**src/verilog/cpx_defines.vh**
```
`ifndef CPX_DEFINES_VH
`define CPX_DEFINES_VH

// Vector numbers
`define CPX_VEC_PROTOCOL    8'h0D
`define CPX_VEC_FLINE       8'h0B
`define CPX_VEC_PRIVILEGE   8'h08
`define CPX_VEC_TRAP        8'h07
`define CPX_VEC_TRACE       8'h09

// Frame formats
`define CPX_FRM_NONE        2'h0
`define CPX_FRM_PRE4        2'h1
`define CPX_FRM_POST6       2'h2
`define CPX_FRM_MID10       2'h3

// Primitive word fields
`define CPX_PRIM_CA         15
`define CPX_PRIM_PF         14
`define CPX_PRIM_DR         13
`define CPX_PRIM_IA         14
`define CPX_PRIM_FN_HI      13
`define CPX_PRIM_FN_LO      8
`define CPX_PRIM_SUPCHK     6'h04
`define CPX_PRIM_TRUE_BIT   0

// Opcode fields
`define CPX_OP_TYPE_HI      8
`define CPX_OP_TYPE_LO      6

// Type codes, opcode bits 8-6
`define CPX_TYPE_GEN        3'h0
`define CPX_TYPE_COND       3'h1
`define CPX_TYPE_TRAPCC     3'h1
`define CPX_TYPE_SAVE       3'h4
`define CPX_TYPE_RESTORE    3'h5

// Trace mode values
`define CPX_TRACE_OFF       2'h0
`define CPX_TRACE_FLOW      2'h1
`define CPX_TRACE_ALL       2'h2

// Abort mask
`define CPX_ABORT_MASK      16'h4000

// AXI-lite map
`define CPX_ADDR_CTRL       4'h0
`define CPX_ADDR_STATUS     4'h4
`define CPX_ADDR_RESULT     4'h8
`define CPX_CTRL_RESET      2'h0

`endif

```
**src/verilog/cpx_exc_unit.v**
```verilog
// Behaviour
// RQ1 - Protocol violation sends no control register write
// RQ2 - Protocol violation: midinstruction frame, vector 13
// RQ3 - After return, reread response register
// RQ4 - Type 110/111 opcodes: line-F, no communication
// RQ5 - Undecodable type 000-101 opcodes: line-F
// RQ6 - Opcode-only line-F skips control write
// RQ7 - EA-incompatible primitive: abort, then line-F
// RQ8 - Bus error on first access: line-F
// RQ9 - Line-F: four-word frame, vector 11
// RQ10 - User save/restore: privilege violation first
// RQ11 - User supervisor check: abort, privilege violation
// RQ12 - Privilege violation: four-word frame, vector 8
// RQ13 - Trap true null: six-word frame, vector 7
// RQ14 - Trace every instruction or flow changes
// RQ15 - Trace leaves save/restore/conditional protocol unchanged
// RQ16 - No trace: stop after come-again zero
// RQ17 - Trace pending: poll until finished null; code polls only in trace-all mode, flow trace is taken at come-again zero
// RQ18 - Coprocessor returns unfinished null while busy
// RQ19 - Polling may service interrupts when allowed
// RQ20 - Flow trace needs status primitive, direction set
// RQ21 - Some come-again zero primitives illegal conditionally
// RQ22 - Invalid primitive encoding is protocol violation
// RQ23 - Function bits all zero/one are invalid
// RQ24 - Vector and frame together, abort first
//
// The register addresses and the AXI4-Lite register port are this design's own decisions.
`timescale 1ns/10ps
`include "cpx_defines.vh"

module cpx_exc_unit
(
    input  wire        aclk,
    input  wire        aresetn,
    // Instruction start
    input  wire        instr_start,
    input  wire [15:0] opcode,
    input  wire        op_valid,
    input  wire        supervisor,
    input  wire        ea_ctrl_alt,
    input  wire        flow_change,
    input  wire        trap_return,
    // Coprocessor interface register port
    output reg         cir_rd,
    output reg         cir_wr,
    output reg  [15:0] cir_wdata,
    input  wire        cir_done,
    input  wire        cir_berr,
    input  wire [15:0] cir_rdata,
    // Interrupt handshake
    input  wire        irq_pending,
    output reg         irq_service,
    // Stacking sequencer
    output reg         exc_req,
    output reg  [7:0]  exc_vector,
    output reg  [1:0]  exc_frame,
    output reg         exc_scan_next,
    input  wire        exc_ack,
    output reg         instr_done,
    // AXI4-Lite
    input  wire [3:0]  s_axi_awaddr,
    input  wire        s_axi_awvalid,
    output wire        s_axi_awready,
    input  wire [31:0] s_axi_wdata,
    input  wire [3:0]  s_axi_wstrb,
    input  wire        s_axi_wvalid,
    output wire        s_axi_wready,
    output reg  [1:0]  s_axi_bresp,
    output reg         s_axi_bvalid,
    input  wire        s_axi_bready,
    input  wire [3:0]  s_axi_araddr,
    input  wire        s_axi_arvalid,
    output wire        s_axi_arready,
    output reg  [31:0] s_axi_rdata,
    output reg  [1:0]  s_axi_rresp,
    output reg         s_axi_rvalid,
    input  wire        s_axi_rready
);

    localparam ST_IDLE  = 3'h0;
    localparam ST_READ  = 3'h1;
    localparam ST_EVAL  = 3'h2;
    localparam ST_ABORT = 3'h3;
    localparam ST_EXC   = 3'h4;
    localparam ST_IRQ   = 3'h5;

    reg [2:0]  state;
    reg [1:0]  trace_mode_bits;
    reg [15:0] prim;
    reg        trace_pend;
    reg        first_acc;
    reg [7:0]  pend_vec;
    reg [1:0]  pend_frm;
    reg        pend_scan;
    reg [7:0]  last_vec;
    reg        exc_count_en;
    reg [7:0]  exc_count;

    wire [2:0] op_type = opcode[`CPX_OP_TYPE_HI:`CPX_OP_TYPE_LO];
    wire       cat_cond = (op_type == `CPX_TYPE_COND) || (op_type == 3'h2)
                          || (op_type == 3'h3);
    wire       cat_gen  = (op_type == `CPX_TYPE_GEN);
    wire       cat_sr   = (op_type == `CPX_TYPE_SAVE) || (op_type == `CPX_TYPE_RESTORE);
    wire       come_again_bit          = prim[`CPX_PRIM_CA];
    wire       processing_finished_bit = prim[`CPX_PRIM_PF];
    wire       interrupts_allowed_bit  = prim[`CPX_PRIM_IA];
    wire       direction_bit           = prim[`CPX_PRIM_DR];

    wire p_invalid;
    wire p_null;
    wire p_supchk;
    wire p_status;
    wire p_ea;
    wire flow_hit = cat_gen && p_status && direction_bit
                    && (trace_mode_bits == `CPX_TRACE_FLOW);

    cpx_prim_decode u_dec
    (
        .prim      (prim),
        .cond_cat  (cat_cond),
        .invalid   (p_invalid),
        .is_null   (p_null),
        .is_supchk (p_supchk),
        .is_status (p_status),
        .ea_op     (p_ea)
    );

    ////////////////////////////////////////////////////////////////////////////
    // Exception selection and primitive sequencing

    always @(posedge aclk)
    begin
        if (!aresetn)
        begin
            state         <= ST_IDLE;
            prim          <= 16'h0000;
            trace_pend    <= 1'b0;
            first_acc     <= 1'b0;
            pend_vec      <= 8'h00;
            pend_frm      <= `CPX_FRM_NONE;
            pend_scan     <= 1'b0;
            cir_rd        <= 1'b0;
            cir_wr        <= 1'b0;
            cir_wdata     <= 16'h0000;
            irq_service   <= 1'b0;
            exc_req       <= 1'b0;
            exc_vector    <= 8'h00;
            exc_frame     <= `CPX_FRM_NONE;
            exc_scan_next <= 1'b0;
            instr_done    <= 1'b0;
            last_vec      <= 8'h00;
            exc_count_en  <= 1'b0;
        end
        else
        begin
            instr_done   <= 1'b0;
            irq_service  <= 1'b0;
            exc_count_en <= 1'b0;
            case (state)
                ST_IDLE:
                begin
                    if (trap_return)
                    begin
                        // Unchanged mid frame resumes at the response read
                        cir_rd <= 1'b1; // see RQ3
                        state  <= ST_READ;
                    end
                    else if (instr_start)
                    begin
                        trace_pend <= (trace_mode_bits == `CPX_TRACE_ALL); // see RQ14
                        first_acc  <= 1'b1;
                        if (op_type[2:1] == 2'b11 || !op_valid)
                        begin
                            pend_vec <= `CPX_VEC_FLINE; // see RQ4
                            pend_frm <= `CPX_FRM_PRE4; // see RQ5
                            state    <= ST_EXC; // see RQ6
                        end
                        else if (cat_sr && !supervisor)
                        begin
                            pend_vec <= `CPX_VEC_PRIVILEGE; // see RQ10
                            pend_frm <= `CPX_FRM_PRE4;
                            state    <= ST_EXC;
                        end
                        else
                        begin
                            cir_rd <= 1'b1;
                            state  <= ST_READ;
                        end
                    end
                end
                ST_READ:
                begin
                    if (cir_done || cir_berr)
                    begin
                        cir_rd    <= 1'b0;
                        first_acc <= 1'b0;
                        prim      <= cir_rdata;
                        if (cir_berr && first_acc)
                        begin
                            pend_vec <= `CPX_VEC_FLINE; // see RQ8
                            pend_frm <= `CPX_FRM_PRE4; // see RQ9
                            state    <= ST_EXC;
                        end
                        else if (cir_berr)
                            state <= ST_IDLE;
                        else
                            state <= ST_EVAL;
                    end
                end
                ST_EVAL:
                begin
                    // Save/restore/conditional skip trace polling here
                    if (p_invalid)
                    begin
                        pend_vec <= `CPX_VEC_PROTOCOL; // see RQ22
                        pend_frm <= `CPX_FRM_MID10; // see RQ2
                        state    <= ST_EXC; // see RQ1
                    end
                    else if (p_supchk && !supervisor)
                    begin
                        pend_vec  <= `CPX_VEC_PRIVILEGE; // see RQ11
                        pend_frm  <= `CPX_FRM_PRE4; // see RQ12
                        cir_wr    <= 1'b1;
                        cir_wdata <= `CPX_ABORT_MASK;
                        state     <= ST_ABORT;
                    end
                    else if (p_ea && !ea_ctrl_alt)
                    begin
                        pend_vec  <= `CPX_VEC_FLINE; // see RQ7
                        pend_frm  <= `CPX_FRM_PRE4;
                        cir_wr    <= 1'b1;
                        cir_wdata <= `CPX_ABORT_MASK;
                        state     <= ST_ABORT;
                    end
                    else if (op_type == `CPX_TYPE_TRAPCC && p_null && !come_again_bit
                             && prim[`CPX_PRIM_TRUE_BIT])
                    begin
                        pend_vec  <= `CPX_VEC_TRAP; // see RQ13
                        pend_frm  <= `CPX_FRM_POST6;
                        pend_scan <= 1'b1;
                        state     <= ST_EXC;
                    end
                    else
                    begin
                        if (flow_hit)
                            trace_pend <= 1'b1; // see RQ20
                        if (come_again_bit)
                        begin
                            if (p_null && interrupts_allowed_bit && irq_pending)
                                state <= ST_IRQ;
                            else
                            begin
                                cir_rd <= 1'b1;
                                state  <= ST_READ;
                            end
                        end
                        else if (cat_gen && trace_pend && trace_mode_bits == `CPX_TRACE_ALL
                                 && !(p_null && processing_finished_bit))
                        begin
                            // Unfinished null keeps polling
                            if (p_null && interrupts_allowed_bit && irq_pending)
                                state <= ST_IRQ; // see RQ19
                            else
                            begin
                                cir_rd <= 1'b1; // see RQ17
                                state  <= ST_READ; // see RQ18
                            end
                        end
                        else if (trace_pend || flow_hit || (cat_cond && flow_change
                                 && trace_mode_bits == `CPX_TRACE_FLOW))
                        begin
                            pend_vec <= `CPX_VEC_TRACE; // see RQ15
                            pend_frm <= `CPX_FRM_POST6;
                            state    <= ST_EXC;
                        end
                        else
                        begin
                            instr_done <= 1'b1; // see RQ16
                            state      <= ST_IDLE;
                        end
                    end
                end
                ST_ABORT:
                begin
                    if (cir_done || cir_berr)
                    begin
                        cir_wr <= 1'b0; // see RQ24
                        state  <= ST_EXC;
                    end
                end
                ST_IRQ:
                begin
                    irq_service <= 1'b1;
                    cir_rd      <= 1'b1;
                    state       <= ST_READ;
                end
                ST_EXC:
                begin
                    exc_req       <= 1'b1;
                    exc_vector    <= pend_vec; // see RQ24
                    exc_frame     <= pend_frm;
                    exc_scan_next <= pend_scan;
                    if (exc_req && exc_ack)
                    begin
                        exc_req      <= 1'b0;
                        pend_scan    <= 1'b0;
                        trace_pend   <= 1'b0;
                        last_vec     <= pend_vec;
                        exc_count_en <= 1'b1;
                        state        <= ST_IDLE;
                    end
                end
                default:
                    state <= ST_IDLE;
            endcase
        end
    end

    always @(posedge aclk)
    begin
        if (!aresetn)
            exc_count <= 8'h00;
        else if (exc_count_en)
            exc_count <= exc_count + 8'h01;
    end

    ////////////////////////////////////////////////////////////////////////////
    // AXI4-Lite slave: one write and one read outstanding

    reg        aw_held;
    reg        w_held;
    reg [3:0]  aw_addr;
    reg [31:0] w_data;
    reg [3:0]  w_strb;

    assign s_axi_awready = !aw_held && !s_axi_bvalid;
    assign s_axi_wready  = !w_held && !s_axi_bvalid;
    assign s_axi_arready = !s_axi_rvalid;

    wire aw_ok = aw_held || s_axi_awvalid;
    wire w_ok  = w_held || s_axi_wvalid;
    wire [3:0] wa = aw_held ? aw_addr : s_axi_awaddr;
    wire [31:0] wd = w_held ? w_data : s_axi_wdata;
    wire [3:0] ws = w_held ? w_strb : s_axi_wstrb;

    always @(posedge aclk)
    begin
        if (!aresetn)
        begin
            aw_held         <= 1'b0;
            w_held          <= 1'b0;
            aw_addr         <= 4'h0;
            w_data          <= 32'h00000000;
            w_strb          <= 4'h0;
            s_axi_bvalid    <= 1'b0;
            s_axi_bresp     <= 2'h0;
            trace_mode_bits <= `CPX_CTRL_RESET;
        end
        else
        begin
            if (s_axi_bvalid && s_axi_bready)
                s_axi_bvalid <= 1'b0;
            if (aw_ok && w_ok && !s_axi_bvalid)
            begin
                aw_held      <= 1'b0;
                w_held       <= 1'b0;
                s_axi_bvalid <= 1'b1;
                if (wa == `CPX_ADDR_CTRL)
                begin
                    s_axi_bresp <= 2'h0;
                    if (ws[0])
                        trace_mode_bits <= wd[1:0];
                end
                else if (wa == `CPX_ADDR_STATUS || wa == `CPX_ADDR_RESULT)
                    s_axi_bresp <= 2'h0;
                else
                    s_axi_bresp <= 2'h2;
            end
            else
            begin
                if (s_axi_awvalid && s_axi_awready)
                begin
                    aw_held <= 1'b1;
                    aw_addr <= s_axi_awaddr;
                end
                if (s_axi_wvalid && s_axi_wready)
                begin
                    w_held <= 1'b1;
                    w_data <= s_axi_wdata;
                    w_strb <= s_axi_wstrb;
                end
            end
        end
    end

    always @(posedge aclk)
    begin
        if (!aresetn)
        begin
            s_axi_rvalid <= 1'b0;
            s_axi_rdata  <= 32'h00000000;
            s_axi_rresp  <= 2'h0;
        end
        else if (s_axi_rvalid)
        begin
            if (s_axi_rready)
                s_axi_rvalid <= 1'b0;
        end
        else if (s_axi_arvalid)
        begin
            s_axi_rvalid <= 1'b1;
            s_axi_rresp  <= 2'h0;
            case (s_axi_araddr)
                `CPX_ADDR_CTRL:   s_axi_rdata <= {30'h00000000, trace_mode_bits};
                `CPX_ADDR_STATUS: s_axi_rdata <= {22'h000000, trace_pend, state, |exc_count,
                                                  exc_frame, exc_req, 2'h0};
                `CPX_ADDR_RESULT: s_axi_rdata <= {8'h00, exc_count, last_vec, 8'h00};
                default:
                begin
                    s_axi_rdata <= 32'h00000000;
                    s_axi_rresp <= 2'h2;
                end
            endcase
        end
    end

endmodule

```
**src/verilog/cpx_prim_decode.v**
```verilog
`timescale 1ns/10ps
`include "cpx_defines.vh"

module cpx_prim_decode
(
    input  wire [15:0] prim,
    input  wire        cond_cat,
    output reg         invalid,
    output reg         is_null,
    output reg         is_supchk,
    output reg         is_status,
    output reg         ea_op
);

    reg [5:0] fn;

    always @*
    begin
        fn        = prim[`CPX_PRIM_FN_HI:`CPX_PRIM_FN_LO];
        invalid   = 1'b0;
        is_null   = 1'b0;
        is_supchk = 1'b0;
        is_status = 1'b0;
        ea_op     = 1'b0;
        // Reserved codes stay violations so a handler can emulate them
        if (fn == 6'h00 || fn == 6'h3F)
            invalid = 1'b1; // see RQ23
        else if (fn == 6'h0B || fn == 6'h1F || (fn >= 6'h18 && fn <= 6'h1B) ||
                 (fn >= 6'h28 && fn <= 6'h2B) || (fn >= 6'h38 && fn <= 6'h3B))
            invalid = 1'b1; // see RQ22
        else
        begin
            is_null   = (fn[4:0] == 5'h02) || (fn[4:0] == 5'h12);
            is_supchk = (fn == `CPX_PRIM_SUPCHK);
            is_status = (fn[4:0] == 5'h03);
            ea_op     = (fn[5:2] == 4'h2) || (fn[5:2] == 4'h3);
            if (cond_cat && !prim[`CPX_PRIM_CA] && !is_null)
                invalid = 1'b1; // see RQ21
            if (cond_cat && (is_status || ea_op))
                invalid = 1'b1; // see RQ21
        end
    end

endmodule
```
**config.mk**
```make
export PLATFORM = sky130hd
export DESIGN_NAME = cpx_exc_unit
export DESIGN_NICKNAME = d
export VERILOG_FILES = /design/src/verilog/cpx_exc_unit.v /design/src/verilog/cpx_prim_decode.v
export VERILOG_INCLUDE_DIRS = /design/src /design/src/verilog
export SDC_FILE = /design/constraint.sdc
export NUM_CORES = 1
export LEC_CHECK = 0
export BUFFER_PORTS_ARGS = -buffer_cell sky130_fd_sc_hd__buf_2
export CAP_MARGIN = 20
export CORE_MARGIN = 4
export CORE_UTILIZATION = 48
export CTS_CLUSTER_DIAMETER = 100
export DETAILED_ROUTE_END_ITERATION = 8
export GPL_ROUTABILITY_DRIVEN = 0
export GPL_TIMING_DRIVEN = 0
export PLACE_DENSITY = 0.78
export SYNTH_ARGS = -nofsm -noshare
export SYNTH_HDL_FRONTEND = slang
export SYNTH_SLANG_ARGS = --single-unit
```
**constraint.sdc**
```tcl
create_clock -name aclk -period 2.45 [get_ports aclk]
set_clock_uncertainty 0.05 [all_clocks]
set_input_delay 0.245 -clock aclk [delete_from_list [all_inputs] [get_ports aclk]]
set_output_delay 0.245 -clock aclk [all_outputs]
set_load 0.01 [all_outputs]
```
---- Yosys cells after proc, flatten, opt, wreduce, memory -nomap -nowiden ----
Index checks and enable logic that the tools add are counted.
storage, ports and cells
  memory bits (writable) .................. 0
  memory bits (read-only) ................. 0
  memories ................................ 0
  input bits .............................. 93
  logic and storage cells ................. 290
  bits in registers ....................... 130
  latch bits .............................. 0
  output and inout bits ................... 73
operators by class
  equality and inequality tests ........... 47
  shifts and indexed selects .............. 0
  multipliers ............................. 0
  multiplexer cells ....................... 110
  reductions and logical operators ........ 91
  $add $sub $neg .......................... 1
  bitwise operators ....................... 5
  magnitude comparators ................... 6
  divide/modulo/power cells ............... 0
operators by type and width
  kind                  count
  $mux W8               13
  $pmux W24 S3          1
  $mux W1               51
  $mux W3               16
  $mux W2               18
  $mux W16              2
  $logic_and A1 B1 Y1   31
  $ne A2 B2 Y1 const B  12
  $pmux W8 S3           1
  $logic_or A1 B1 Y1    18
  $ne A3 B3 Y1 const B  6
  $ne A6 B6 Y1 const B  3
  $pmux W3 S6           1
  $reduce_and A9 Y1     2
  $reduce_or A8 Y1      2
  $eq A3 B2 Y1 const B  4
  $eq A3 B3 Y1 const B  4
  $ge A6 B6 Y1 const B  2
  $le A6 B6 Y1 const B  2
  $reduce_and A2 Y1     6
  $reduce_and A4 Y1     3
  $eq A5 B2 Y1 const B  2
  $logic_not A1 Y1      10
  $reduce_and A10 Y1    1
  other kinds (30)      49

---- Depth between registers and ports, before layout ----
Gate-level depths: netlist of the first run.
  word-level depth ........................ 20
  mapped depth ............................ 8
  depth with buffers taken out ............ 6

---- Modules after synthesis ----
A second synthesis of the first run with hierarchy kept.
unflattened totals
  cells, all modules ...................... 498
  area, all modules ....................... 4,144.0 µm²
modules (own cells, without submodules)
  module           times used  seq. area each (µm²)  area each (µm²)  cells an instance
  cpx_exc_unit     1           1,781.7               4,045.1          483
  cpx_prim_decode  1           0.0                   98.8             15

---- Least setup slack after synthesis of the first run ----
No wires, ideal clock.
  kind .................................... reg2reg
  start ................................... register prim[10]
  end ..................................... register pend_vec[2]
  period minus slack after synthesis ...... 2.111 ns
  path buffers ............................ 1
  path slack .............................. 0.339 ns
  data required time ...................... 2.285 ns
  stages on the path, launching flop included .. 8
  arrival ................................. 1.945 ns
  library setup time ...................... 0.115 ns
  path through ............................ dfxtp_1 buf_6 or4b_1 a2111oi_4 a211oi_4 nand3_4 o31ai_4 a31o_1
between the ends
  cells in the longest elaborated chain, start to end .. 15
  elaborated cells on any way between the ends .. 64
  classes of those cells .................. order compare (6); eq/ne (12); mux (17); reduce/logical (29)
ends and longest elaborated chain
  item                                                              RTL line              source
  start: declaration                                                cpx_exc_unit.v:89     reg [15:0] prim;
  start signal: assignment                                          cpx_exc_unit.v:197    prim <= cir_rdata;
  $ge A6 B5 Y1 (tied with other cells)                              cpx_prim_decode.v:28  else if (fn == 6'h0B || fn == 6'h1F || (fn >= 6'h18 && fn <= 6'h1B) ||
  $logic_and A1 B1 Y1 / $logic_or A1 B1 Y1 (equally long branches)  cpx_prim_decode.v:28
  $logic_or A1 B1 Y1 (2 in series)                                  cpx_prim_decode.v:28
  $logic_or A1 B1 Y1                                                cpx_prim_decode.v:29  (fn >= 6'h28 && fn <= 6'h2B) || (fn >= 6'h38 && fn <= 6'h3B))
  $mux W1                                                           cpx_prim_decode.v:28
  $mux W1                                                           cpx_prim_decode.v:26  if (fn == 6'h00 || fn == 6'h3F)
  $logic_and A1 B1 Y1 (3 in series)                                 cpx_exc_unit.v:235    else if (op_type == `CPX_TYPE_TRAPCC && p_null && !come_again_bit
  $mux W8                                                           cpx_exc_unit.v:235
  $mux W8                                                           cpx_exc_unit.v:227    else if (p_ea && !ea_ctrl_alt)
  $mux W8                                                           cpx_exc_unit.v:219    else if (p_supchk && !supervisor)
  $mux W8                                                           cpx_exc_unit.v:213    if (p_invalid)
  $pmux W8 S3                                                       cpx_exc_unit.v:159    case (state)
  end signal: assignment                                            cpx_exc_unit.v:215    pend_vec <= `CPX_VEC_PROTOCOL;
  end signal: assignment                                            cpx_exc_unit.v:221    pend_vec <= `CPX_VEC_PRIVILEGE;
  end signal: assignment                                            cpx_exc_unit.v:229    pend_vec <= `CPX_VEC_FLINE;
  end: declaration                                                  cpx_exc_unit.v:92     reg [7:0] pend_vec;
Parallel ways exist; a longest one is shown, timed or not.
A chain may end at the register's enable or synchronous reset.

---- Worst setup path after layout of the first run ----
  start ................................... register prim[10]
  end ..................................... register pend_frm[1]
between the ends
  cells in the longest elaborated chain, start to end .. 15
  elaborated cells on any way between the ends .. 64
  classes of those cells .................. order compare (6); eq/ne (12); mux (17); reduce/logical (29)
ends and longest elaborated chain
  item                                                              RTL line              source
  $ge A6 B5 Y1 (tied with other cells)                              cpx_prim_decode.v:28
  $logic_and A1 B1 Y1 / $logic_or A1 B1 Y1 (equally long branches)  cpx_prim_decode.v:28
  $logic_or A1 B1 Y1 (2 in series)                                  cpx_prim_decode.v:28
  $logic_or A1 B1 Y1                                                cpx_prim_decode.v:29
  $mux W1                                                           cpx_prim_decode.v:28
  $mux W1                                                           cpx_prim_decode.v:26
  $logic_and A1 B1 Y1 (3 in series)                                 cpx_exc_unit.v:235
  $mux W2                                                           cpx_exc_unit.v:235
  $mux W2                                                           cpx_exc_unit.v:227
  $mux W2                                                           cpx_exc_unit.v:219
  $mux W2                                                           cpx_exc_unit.v:213
  $pmux W2 S3                                                       cpx_exc_unit.v:159
  end signal: assignment                                            cpx_exc_unit.v:216    pend_frm <= `CPX_FRM_MID10;
  end signal: assignment                                            cpx_exc_unit.v:222    pend_frm <= `CPX_FRM_PRE4;
  end signal: assignment                                            cpx_exc_unit.v:230    pend_frm <= `CPX_FRM_PRE4;
  end: declaration                                                  cpx_exc_unit.v:93     reg [1:0] pend_frm;
Parallel ways exist; a longest one is shown, timed or not.

==> results.json, run 1 <==
{
  "outcome": "complete, no violations",
  "layout.nets": 682,
  "detailedRoute.firstIterationViolations": 198,
  "synth-edff-count": 0,
  "grt_start_max_net_pins": 17,
  "layout.cells.most_common_list": "82 x dfxtp_1, 81 x buf_2, 72 x nor2_1",
  "max_cap_violations": 0,
  "layout-drive-gt1-share": 0.258,
  "crit_path_max_fanout": 9,
  "synth.distinct_cells": 63,
  "boundaryPins": 166,
  "setup-tns-final_ns": 0,
  "post_cts_resize_count": 0,
  "postLayoutCoreUtil": 0.593,
  "synth-seq-cells": 82,
  "p_leak_nw": 2.15,
  "synth_ff_type": "dfxtp_1",
  "setup_viol": 0,
  "cts_tree": "built",
  "grt_first_pass_wirelength_um": 16100,
  "hp-class": "in2reg",
  "clock_sink_count": 82,
  "wl_per_cell_um": 14.3,
  "vdd_drop_max_mv": 0.417,
  "crit_type": "reg2reg",
  "post_cts_setup_buffers": 0,
  "cts-buffers-inserted": 9,
  "grt_antenna_before_repair": 0,
  "whs_ns": 0.0281,
  "asyncSetResetFlopFracSynth": 0,
  "io_buffers": 79,
  "die_area_um2": 9880,
  "grt_util_all_layers": 0.200,
  "clockBufferDepth": 2,
  "rsz0062_at_grt": "false",
  "drc_violations_left": 0,
  "synth_sequential_area_ratio": 0.409,
  "die_width_um": 99.4,
  "num_rows": 33,
  "via_per_inst": 5.26,
  "max_freq_mhz": 437,
  "worst_pin_slew_ns": 0.879,
  "mostFrequentLayoutCell": "dfxtp_1",
  "vias_in_the_first_global_route": 3396,
  "synth_warn": 0,
  "die_h_um": 99.4,
  "startpoint_type": "register",
  "postRouteAntennaNets": 0,
  "core_region_area_um2": 8180,
  "clock_tree.htree_level_count": 3,
  "final_min_period_over_clock_period": 0.935,
  "antennaDiodeCount": 0,
  "power.density_nw_per_um2": 626,
  "cts.clk_slew.worst_paths_ns": 0.09,
  "cp_data_required_time_ns": 2.69,
  "crit_arrival_ns": 2.53,
  "final_report_max_slew_violation_count": 0,
  "initial_core_util": 0.490,
  "globalRoute.totalOverflow": 0,
  "post_synth.cell_area_avg_um2": 8.64,
  "cts_root_buffer": "clkbuf_8",
  "total_iterations_of_the_first_detailed_routing_run": 5,
  "insertion_delay_ns": 0.36,
  "area.growth.synth_to_final_pct": 20.9,
  "timing.critical_path.to_type": "register",
  "synth_area_um2": 4010,
  "timing_hold_violations_final": 0,
  "vias": 3667,
  "cts_hold_repair.buffers": 0,
  "syn-instance-count": 464,
  "period_needed_ns": 2.29,
  "routed_wl_um": 9950,
  "max-slew-margin-rel": 0.409,
  "dp.final_hpwl_um": 7560
}
==> report_power, final <==
part | internal [W] | switching (W)
combinational | 0.000275 | 0.000384
sequential | 0.00141 | 0.0000631
clock | 0.000384 | 0.000521
total | 0.00207 | 0.000968
==> path summary, 6_finish.rpt <==
check,from,to,slack [ns],cells past startpoint
hold reg to reg,s_axi_rdata[5]$_SDFFE_PN0P_,s_axi_rdata[5]$_SDFFE_PN0P_,0.41,2
hold / removal,s_axi_rready,s_axi_rvalid$_SDFF_PN0_,0.03,2
setup reg to reg,prim[10]$_SDFFE_PN0P_,pend_frm[1]$_SDFFE_PN0P_,0.16,7
setup / recovery,prim[10]$_SDFFE_PN0P_,pend_frm[1]$_SDFFE_PN0P_,0.16,7
==> area by class of cell <==
class,instances,area (um^2)
timing repair buffer,80,403
fill,736,3330
clock inverter,7,57.6
multi-input combinational,345,2090
inverter,11,41.3
sequential,82,1640
buffer,58,364
tap,105,131
clock buffer,9,124
==> critical path, cell delays in order, from the launching register on <==
cell and delay, ns:
dfxtp_1 0.32, buf_6 0.13, nor4b_4 0.40, a2111oi_4 0.11, a211oi_4 0.41, nand3_4 0.15, o31ai_4 0.43, mux2i_1 0.23
==> metal layers <==
layer	GRT usage	vias to the layer above	part of all wire
li1	-	1806	-
met2	0.342	157	0.49
met5	0	-	0
met4	0.0525	0	0.0085
met3	0.0498	13	0.083
met1	0.252	1691	0.42
==> Yosys cell counts (7+ instances only) <==
master    instances  area share
dfxtp_1          82        0.41
nor2_1           72       0.067
nand2_1          41       0.038
buf_4            34       0.064
a21oi_1          28       0.035
mux2i_1          25       0.062
a22oi_1          19       0.036
clkbuf_1         18       0.017
o21ai_0          12       0.015
inv_1            11       0.010
a211oi_1          8       0.015
nand2b_1          8       0.012
nor3_1            8       0.010
o21a_1            7       0.013
==> sequential cells by signal, summed over array words and instances, names as in the netlist, 2 cells and up <==
| signal | cells |
|---|---|
| last_vec | 4 |
| pend_vec | 4 |
| w_data | 2 |
| s_axi_rdata | 20 |
| state | 3 |
| pend_frm | 2 |
| trace_mode_bits | 2 |
| exc_frame | 2 |
| exc_count | 8 |
| aw_addr | 4 |
| prim | 9 |
| exc_vector | 4 |
==> per-stage QoR <==
stage	instance area, um^2	cells	worst slack (ns)	total power (W)
floorplan	4130	496	0.339	0.00196
global placement	4660	680	0.157	0.00213
detailed placement	4660	680	0.144	0.00214
CTS	4840	696	0.109	0.00305
global route	4850	697	0.0282	0.00320
finish	4850	697	0.159	0.00303
==> logic make-up after synthesis <==
kind of cell    share of synthesized area
other cells                      0.000935
buf+inv                             0.101
simple gates                        0.210
flops                               0.409
compound gates                      0.191
fa+ha+maj                         0.00624
xor+xnor                           0.0109
mux                                0.0708
Power figures use the tool's default switching activity.
==> run 2, diff against run 1 <==
==> constraint.sdc (replaced) <==
create_clock -name aclk -period 2.6 [get_ports aclk]
set_clock_uncertainty 0.05 [all_clocks]
set_input_delay 0.26 -clock aclk [delete_from_list [all_inputs] [get_ports aclk]]
set_output_delay 0.26 -clock aclk [all_outputs]
set_load 0.01 [all_outputs]
==> results.json, run 2 (synthesized netlist as in run 1, its figures left out) <==
{
  "place_ws_ns": 0.294,
  "dp.final_hpwl_um": 7560,
  "startpoint_type": "register",
  "die_h_um": 99.4,
  "postLayoutCoreUtil": 0.593,
  "p_leak_nw": 2.15,
  "vias_in_the_first_global_route": 3396,
  "cts_tree": "built",
  "area.growth.synth_to_final_pct": 20.8,
  "max_ffs_per_register": 20,
  "final_min_period_over_clock_period": 0.907,
  "detailedRoute.firstIterationViolations": 206,
  "die_area_um2": 9880,
  "cts_hold_repair.buffers": 0,
  "vias": 3670,
  "antennaDiodeCount": 0,
  "routed_wl_um": 9960,
  "layout_setup_ws_ns": 0.242,
  "insertion_delay_ns": 0.35,
  "cts.clk_slew.worst_paths_ns": 0.09,
  "total_iterations_of_the_first_detailed_routing_run": 5,
  "io_buffers": 79,
  "rsz0062_at_grt": "false",
  "grt_start_max_net_pins": 17,
  "clock_tree.htree_level_count": 3,
  "period_needed_ns": 2.36,
  "grt_util_all_layers": 0.200,
  "clockBufferDepth": 2,
  "clock_sink_count": 82,
  "post_cts_resize_count": 0,
  "num_rows": 33,
  "worst_pin_slew_ns": 0.892,
  "grt_first_pass_wirelength_um": 16100,
  "timing_hold_violations_final": 0,
  "globalRoute.totalOverflow": 0,
  "hp-class": "in2reg",
  "cts-buffers-inserted": 9,
  "cp_data_required_time_ns": 2.83,
  "layout.cells.most_common_list": "82 x dfxtp_1, 81 x buf_2, 72 x nor2_1",
  "wl_per_cell_um": 14.3,
  "setup-tns-final_ns": 0,
  "layout-drive-gt1-share": 0.257,
  "vdd_drop_max_mv": 0.394,
  "cts_root_buffer": "clkbuf_8",
  "mostFrequentLayoutCell": "dfxtp_1",
  "largest_register_by_flop_count": "s_axi_rdata",
  "drc_violations_left": 0,
  "timing.critical_path.to_type": "register",
  "core_region_area_um2": 8180,
  "setup_viol": 0,
  "max-slew-margin-rel": 0.400,
  "crit_path_max_fanout": 8,
  "power.density_nw_per_um2": 589,
  "max_freq_mhz": 424,
  "post_cts_setup_buffers": 0,
  "postRouteAntennaNets": 0,
  "crit_type": "reg2reg",
  "layout.nets": 682,
  "max_cap_violations": 0,
  "grt_antenna_before_repair": 0,
  "die_width_um": 99.4,
  "outcome": "complete, no violations",
  "whs_ns": 0.0445,
  "top_regs": "s_axi_rdata: 20 flops, prim: 9 flops, exc_count: 8 flops",
  "boundaryPins": 166,
  "via_per_inst": 5.27,
  "initial_core_util": 0.490,
  "final_report_max_slew_violation_count": 0,
  "crit_arrival_ns": 2.59
}
-- run 2: cell count changes in the layout (fill, tap and decap cells not counted) --
cell | previous run | this run
o21ai_1 | 1 | 2
o21ai_2 | 1 | 0
-- run 2: path summary, 6_finish.rpt --
| check | cells after the start | start | slack [ns] | to |
|---|---|---|---|---|
| worst max-delay path | 6 | prim[12]$_SDFFE_PN0P_ | 0.24 | pend_frm[1]$_SDFFE_PN0P_ |
| worst min-delay path | 2 | s_axi_rready | 0.04 | s_axi_rvalid$_SDFF_PN0_ |
| worst max register to register | 6 | prim[12]$_SDFFE_PN0P_ | 0.24 | pend_frm[1]$_SDFFE_PN0P_ |
| worst min register to register | 2 | s_axi_rdata[5]$_SDFFE_PN0P_ | 0.41 | s_axi_rdata[5]$_SDFFE_PN0P_ |
-- run 2: critical path, stage by stage (launching register included) --
cell and delay (ns):
dfxtp_1 0.46, nor4_1 0.14, nor3b_1 0.18, o21ai_1 0.60, nand3_4 0.18, o31ai_4 0.45, mux2i_1 0.22
-- run 2: power by group --
group / switching, W / internal [W] / total (W)
sequential: 0.0000598 / 0.00133 / 0.00138
clock: 0.000490 / 0.000361 / 0.000852
combinational: 0.000360 / 0.000259 / 0.000619
total: 0.000910 / 0.00195 / 0.00286
-- run 2: metal layers --
layer / GRT usage / vias up / routed length, um
met5: 0 / - / 0
met4: 0.0525 / 0 / 114
met3: 0.0498 / 16 / 849
met2: 0.342 / 152 / 4880
met1: 0.252 / 1701 / 4120
li1: - / 1801 / -
-- run 2: stage by stage --
step	cell area [um^2]	std cells	power [W]
floorplan	4130	496	0.00185
global placement	4660	680	0.00200
detailed placement	4660	680	0.00202
CTS	4840	696	0.00287
global route	4840	697	0.00301
finish	4840	697	0.00286
-- run 2: area by class of cell --
cell class / instances / area, um^2
fillers: 734 / 3330
multi-input cells: 345 / 2080
flip-flops and latches: 82 / 1640
repair buffers: 80 / 403
plain buffers: 58 / 364
well taps: 105 / 131
clock buffers: 9 / 124
clock inverters: 7 / 57.6
inverters: 11 / 41.3
==> run 3, diff against run 2 <==
--- a/config.mk
+++ b/config.mk
@@ -12,7 +12,6 @@
 export CORE_UTILIZATION = 48
 export CTS_CLUSTER_DIAMETER = 100
 export DETAILED_ROUTE_END_ITERATION = 8
-export GPL_ROUTABILITY_DRIVEN = 0
 export GPL_TIMING_DRIVEN = 0
 export PLACE_DENSITY = 0.78
 export SYNTH_ARGS = -nofsm -noshare
==> constraint.sdc (replaced) <==
create_clock -name aclk -period 2.6 [get_ports aclk]
set_clock_uncertainty 0.05 [all_clocks]
set_input_delay 0.13 -clock aclk [delete_from_list [all_inputs] [get_ports aclk]]
set_output_delay 0.13 -clock aclk [all_outputs]
set_load 0.01 [all_outputs]
==> results.json, run 3 (synthesized netlist as in run 1, its figures left out) <==
{
  "outcome": "complete, no violations",
  "crit_type": "reg2reg",
  "cp_slowest_stage_delay_ns": 0.63,
  "routed_wl_um": 10300,
  "clock_tree.htree_level_count": 3,
  "grt_antenna_before_repair": 0,
  "timing.critical_path.to_type": "register",
  "period_needed_ns": 2.40,
  "timing.hold.worst.start": "s_axi_awaddr[2]",
  "core_region_area_um2": 8180,
  "postRouteAntennaNets": 0,
  "num_rows": 33,
  "ff_to_ff_start": "prim[8]$_SDFFE_PN0P_",
  "drc_violations_left": 0,
  "timing.reg2reg.setup_slack_ns": 0.20,
  "cp_data_required_time_ns": 2.84,
  "min_delay_worst_endpoint": "aw_addr[2]$_SDFFE_PN0P_",
  "io_buffers": 79,
  "p_leak_nw": 2.22,
  "worst_pin_slew_ns": 0.851,
  "initial_core_util": 0.490,
  "boundaryPins": 166,
  "clock_sink_count": 82,
  "cp_slowest_cell": "o21ai_1",
  "timing_hold_violations_final": 0,
  "detailedRoute.firstIterationViolations": 234,
  "crit_arrival_ns": 2.64,
  "cts_root_buffer": "clkbuf_8",
  "area.growth.synth_to_final_pct": 25.4,
  "max_cap_violations": 0,
  "setup-tns-final_ns": 0,
  "vias_in_the_first_global_route": 3579,
  "final_report_max_slew_violation_count": 0,
  "max-slew-margin-rel": 0.428,
  "cts_tree": "built",
  "max_freq_mhz": 417,
  "setup_viol": 0,
  "mostFrequentLayoutCell": "dfxtp_1",
  "die_h_um": 99.4,
  "vias": 3686,
  "grt_first_pass_wirelength_um": 16800,
  "die_area_um2": 9880,
  "largest_register_by_flop_count": "s_axi_rdata",
  "dp.final_hpwl_um": 7650,
  "top_regs": "s_axi_rdata: 20 flops, prim: 9 flops, exc_count: 8 flops",
  "cp_cell_sequence": "nor4_1 > nor3b_1 > o21ai_1 > nand3_4 > o31ai_4 > mux2i_1",
  "startpoint_type": "register",
  "final_min_period_over_clock_period": 0.922,
  "wl_per_cell_um": 14.5,
  "layout.cells.most_common_list": "82 x dfxtp_1, 81 x buf_2, 72 x nor2_1",
  "placed_cell_area_um2": 4660,
  "whs_path_depth": 3,
  "die_width_um": 99.4,
  "globalRoute.totalOverflow": 0,
  "timing.rr.end": "pend_vec[1]$_SDFFE_PN0P_",
  "cts-buffers-inserted": 9,
  "power.density_nw_per_um2": 575,
  "clockBufferDepth": 2,
  "finish.instance_area_um2": 5030,
  "antennaDiodeCount": 0,
  "num-fill-cells": 715,
  "grt_util_all_layers": 0.209,
  "vdd_drop_max_mv": 0.410,
  "hp-class": "in2reg",
  "worstRegToRegCells": 6,
  "crit_path_max_fanout": 8,
  "max_ffs_per_register": 20,
  "insertion_delay_ns": 0.36,
  "gp_congestion": 0.940,
  "total_iterations_of_the_first_detailed_routing_run": 4,
  "rsz0062_at_grt": "false",
  "layout.nets": 700,
  "grt_start_max_net_pins": 17,
  "post_cts_resize_count": 0,
  "via_per_inst": 5.16,
  "cts.clk_slew.worst_paths_ns": 0.09,
  "layout-drive-gt1-share": 0.249
}
[run 3: per-layer routing]
| metal | GRT usage | routed length (um) |
|---|---|---|
| met4 | 0.0641 | 150 |
| met1 | 0.259 | 4440 |
| met3 | 0.0421 | 687 |
| met2 | 0.366 | 5060 |
| met5 | 0 | 0 |
[run 3: worst max-delay path by stage]
stage | from | to | slack (ns) | cells after the start
finish | prim[8]$_SDFFE_PN0P_ | pend_vec[1]$_SDFFE_PN0P_ | 0.20 | 6
CTS | prim[8]$_SDFFE_PN0P_ | pend_vec[1]$_SDFFE_PN0P_ | 0.23 | 6
global placement | prim[8]$_SDFFE_PN0P_ | pend_frm[1]$_SDFFE_PN0P_ | 0.29 | 6
detailed placement | prim[12]$_SDFFE_PN0P_ | pend_vec[1]$_SDFFE_PN0P_ | 0.28 | 6
floorplan | prim[10]$_SDFFE_PN0P_ | pend_vec[2]$_SDFFE_PN0P_ | 0.49 | 7
global route | prim[8]$_SDFFE_PN0P_ | pend_frm[1]$_SDFFE_PN0P_ | 0.02 | 6
[run 3: cell type report]
class / instances / area [um^2] / share of cell area
flip-flops and latches: 82 / 1640 / 0.327
clock buffers: 9 / 124 / 0.0246
plain buffers: 58 / 364 / 0.0724
well taps: 105 / 131 / 0.0261
clock inverters: 7 / 58.8 / 0.0117
repair buffers: 98 / 583 / 0.116
multi-input cells: 345 / 2080 / 0.414
inverters: 11 / 41.3 / 0.00822
[run 3: report_power, final]
group	total [W]	internal (W)	leakage, nW	switching, W
Combinational	0.000643	0.000277	1.47	0.000366
Clock	0.000859	0.000359	0.0804	0.000500
Sequential	0.00139	0.00133	0.665	0.0000607
[run 3: what timing repair did]
action,in CTS,in global routing
endpoints found under the hold margin,18,0
buffers inserted,0,0
hold buffers,18,0
[run 3: metrics by stage]
step	utilization	std cells	hold slack (ns)	setup slack (ns)	power [W]
3_3_place_gp	0.569	680	0.269	0.294	0.00200
6_report	0.615	715	0.00539	0.203	0.00289
3_5_place_dp	0.569	680	0.296	0.284	0.00202
2_1_floorplan	-	496	0.180	0.489	0.00185
4_1_cts	0.614	714	0.00153	0.229	0.00289
5_1_grt	0.615	715	0.0139	0.0206	0.00304
[run 3: critical path: cells and delay by family, from the launching register on]
family,cells,cell delay [ns]
flip-flops,1,0.48
AND/OR/NAND/NOR,3,0.48
multiplexers,1,0.24
AO/OA/AOI/OAI,2,1.07
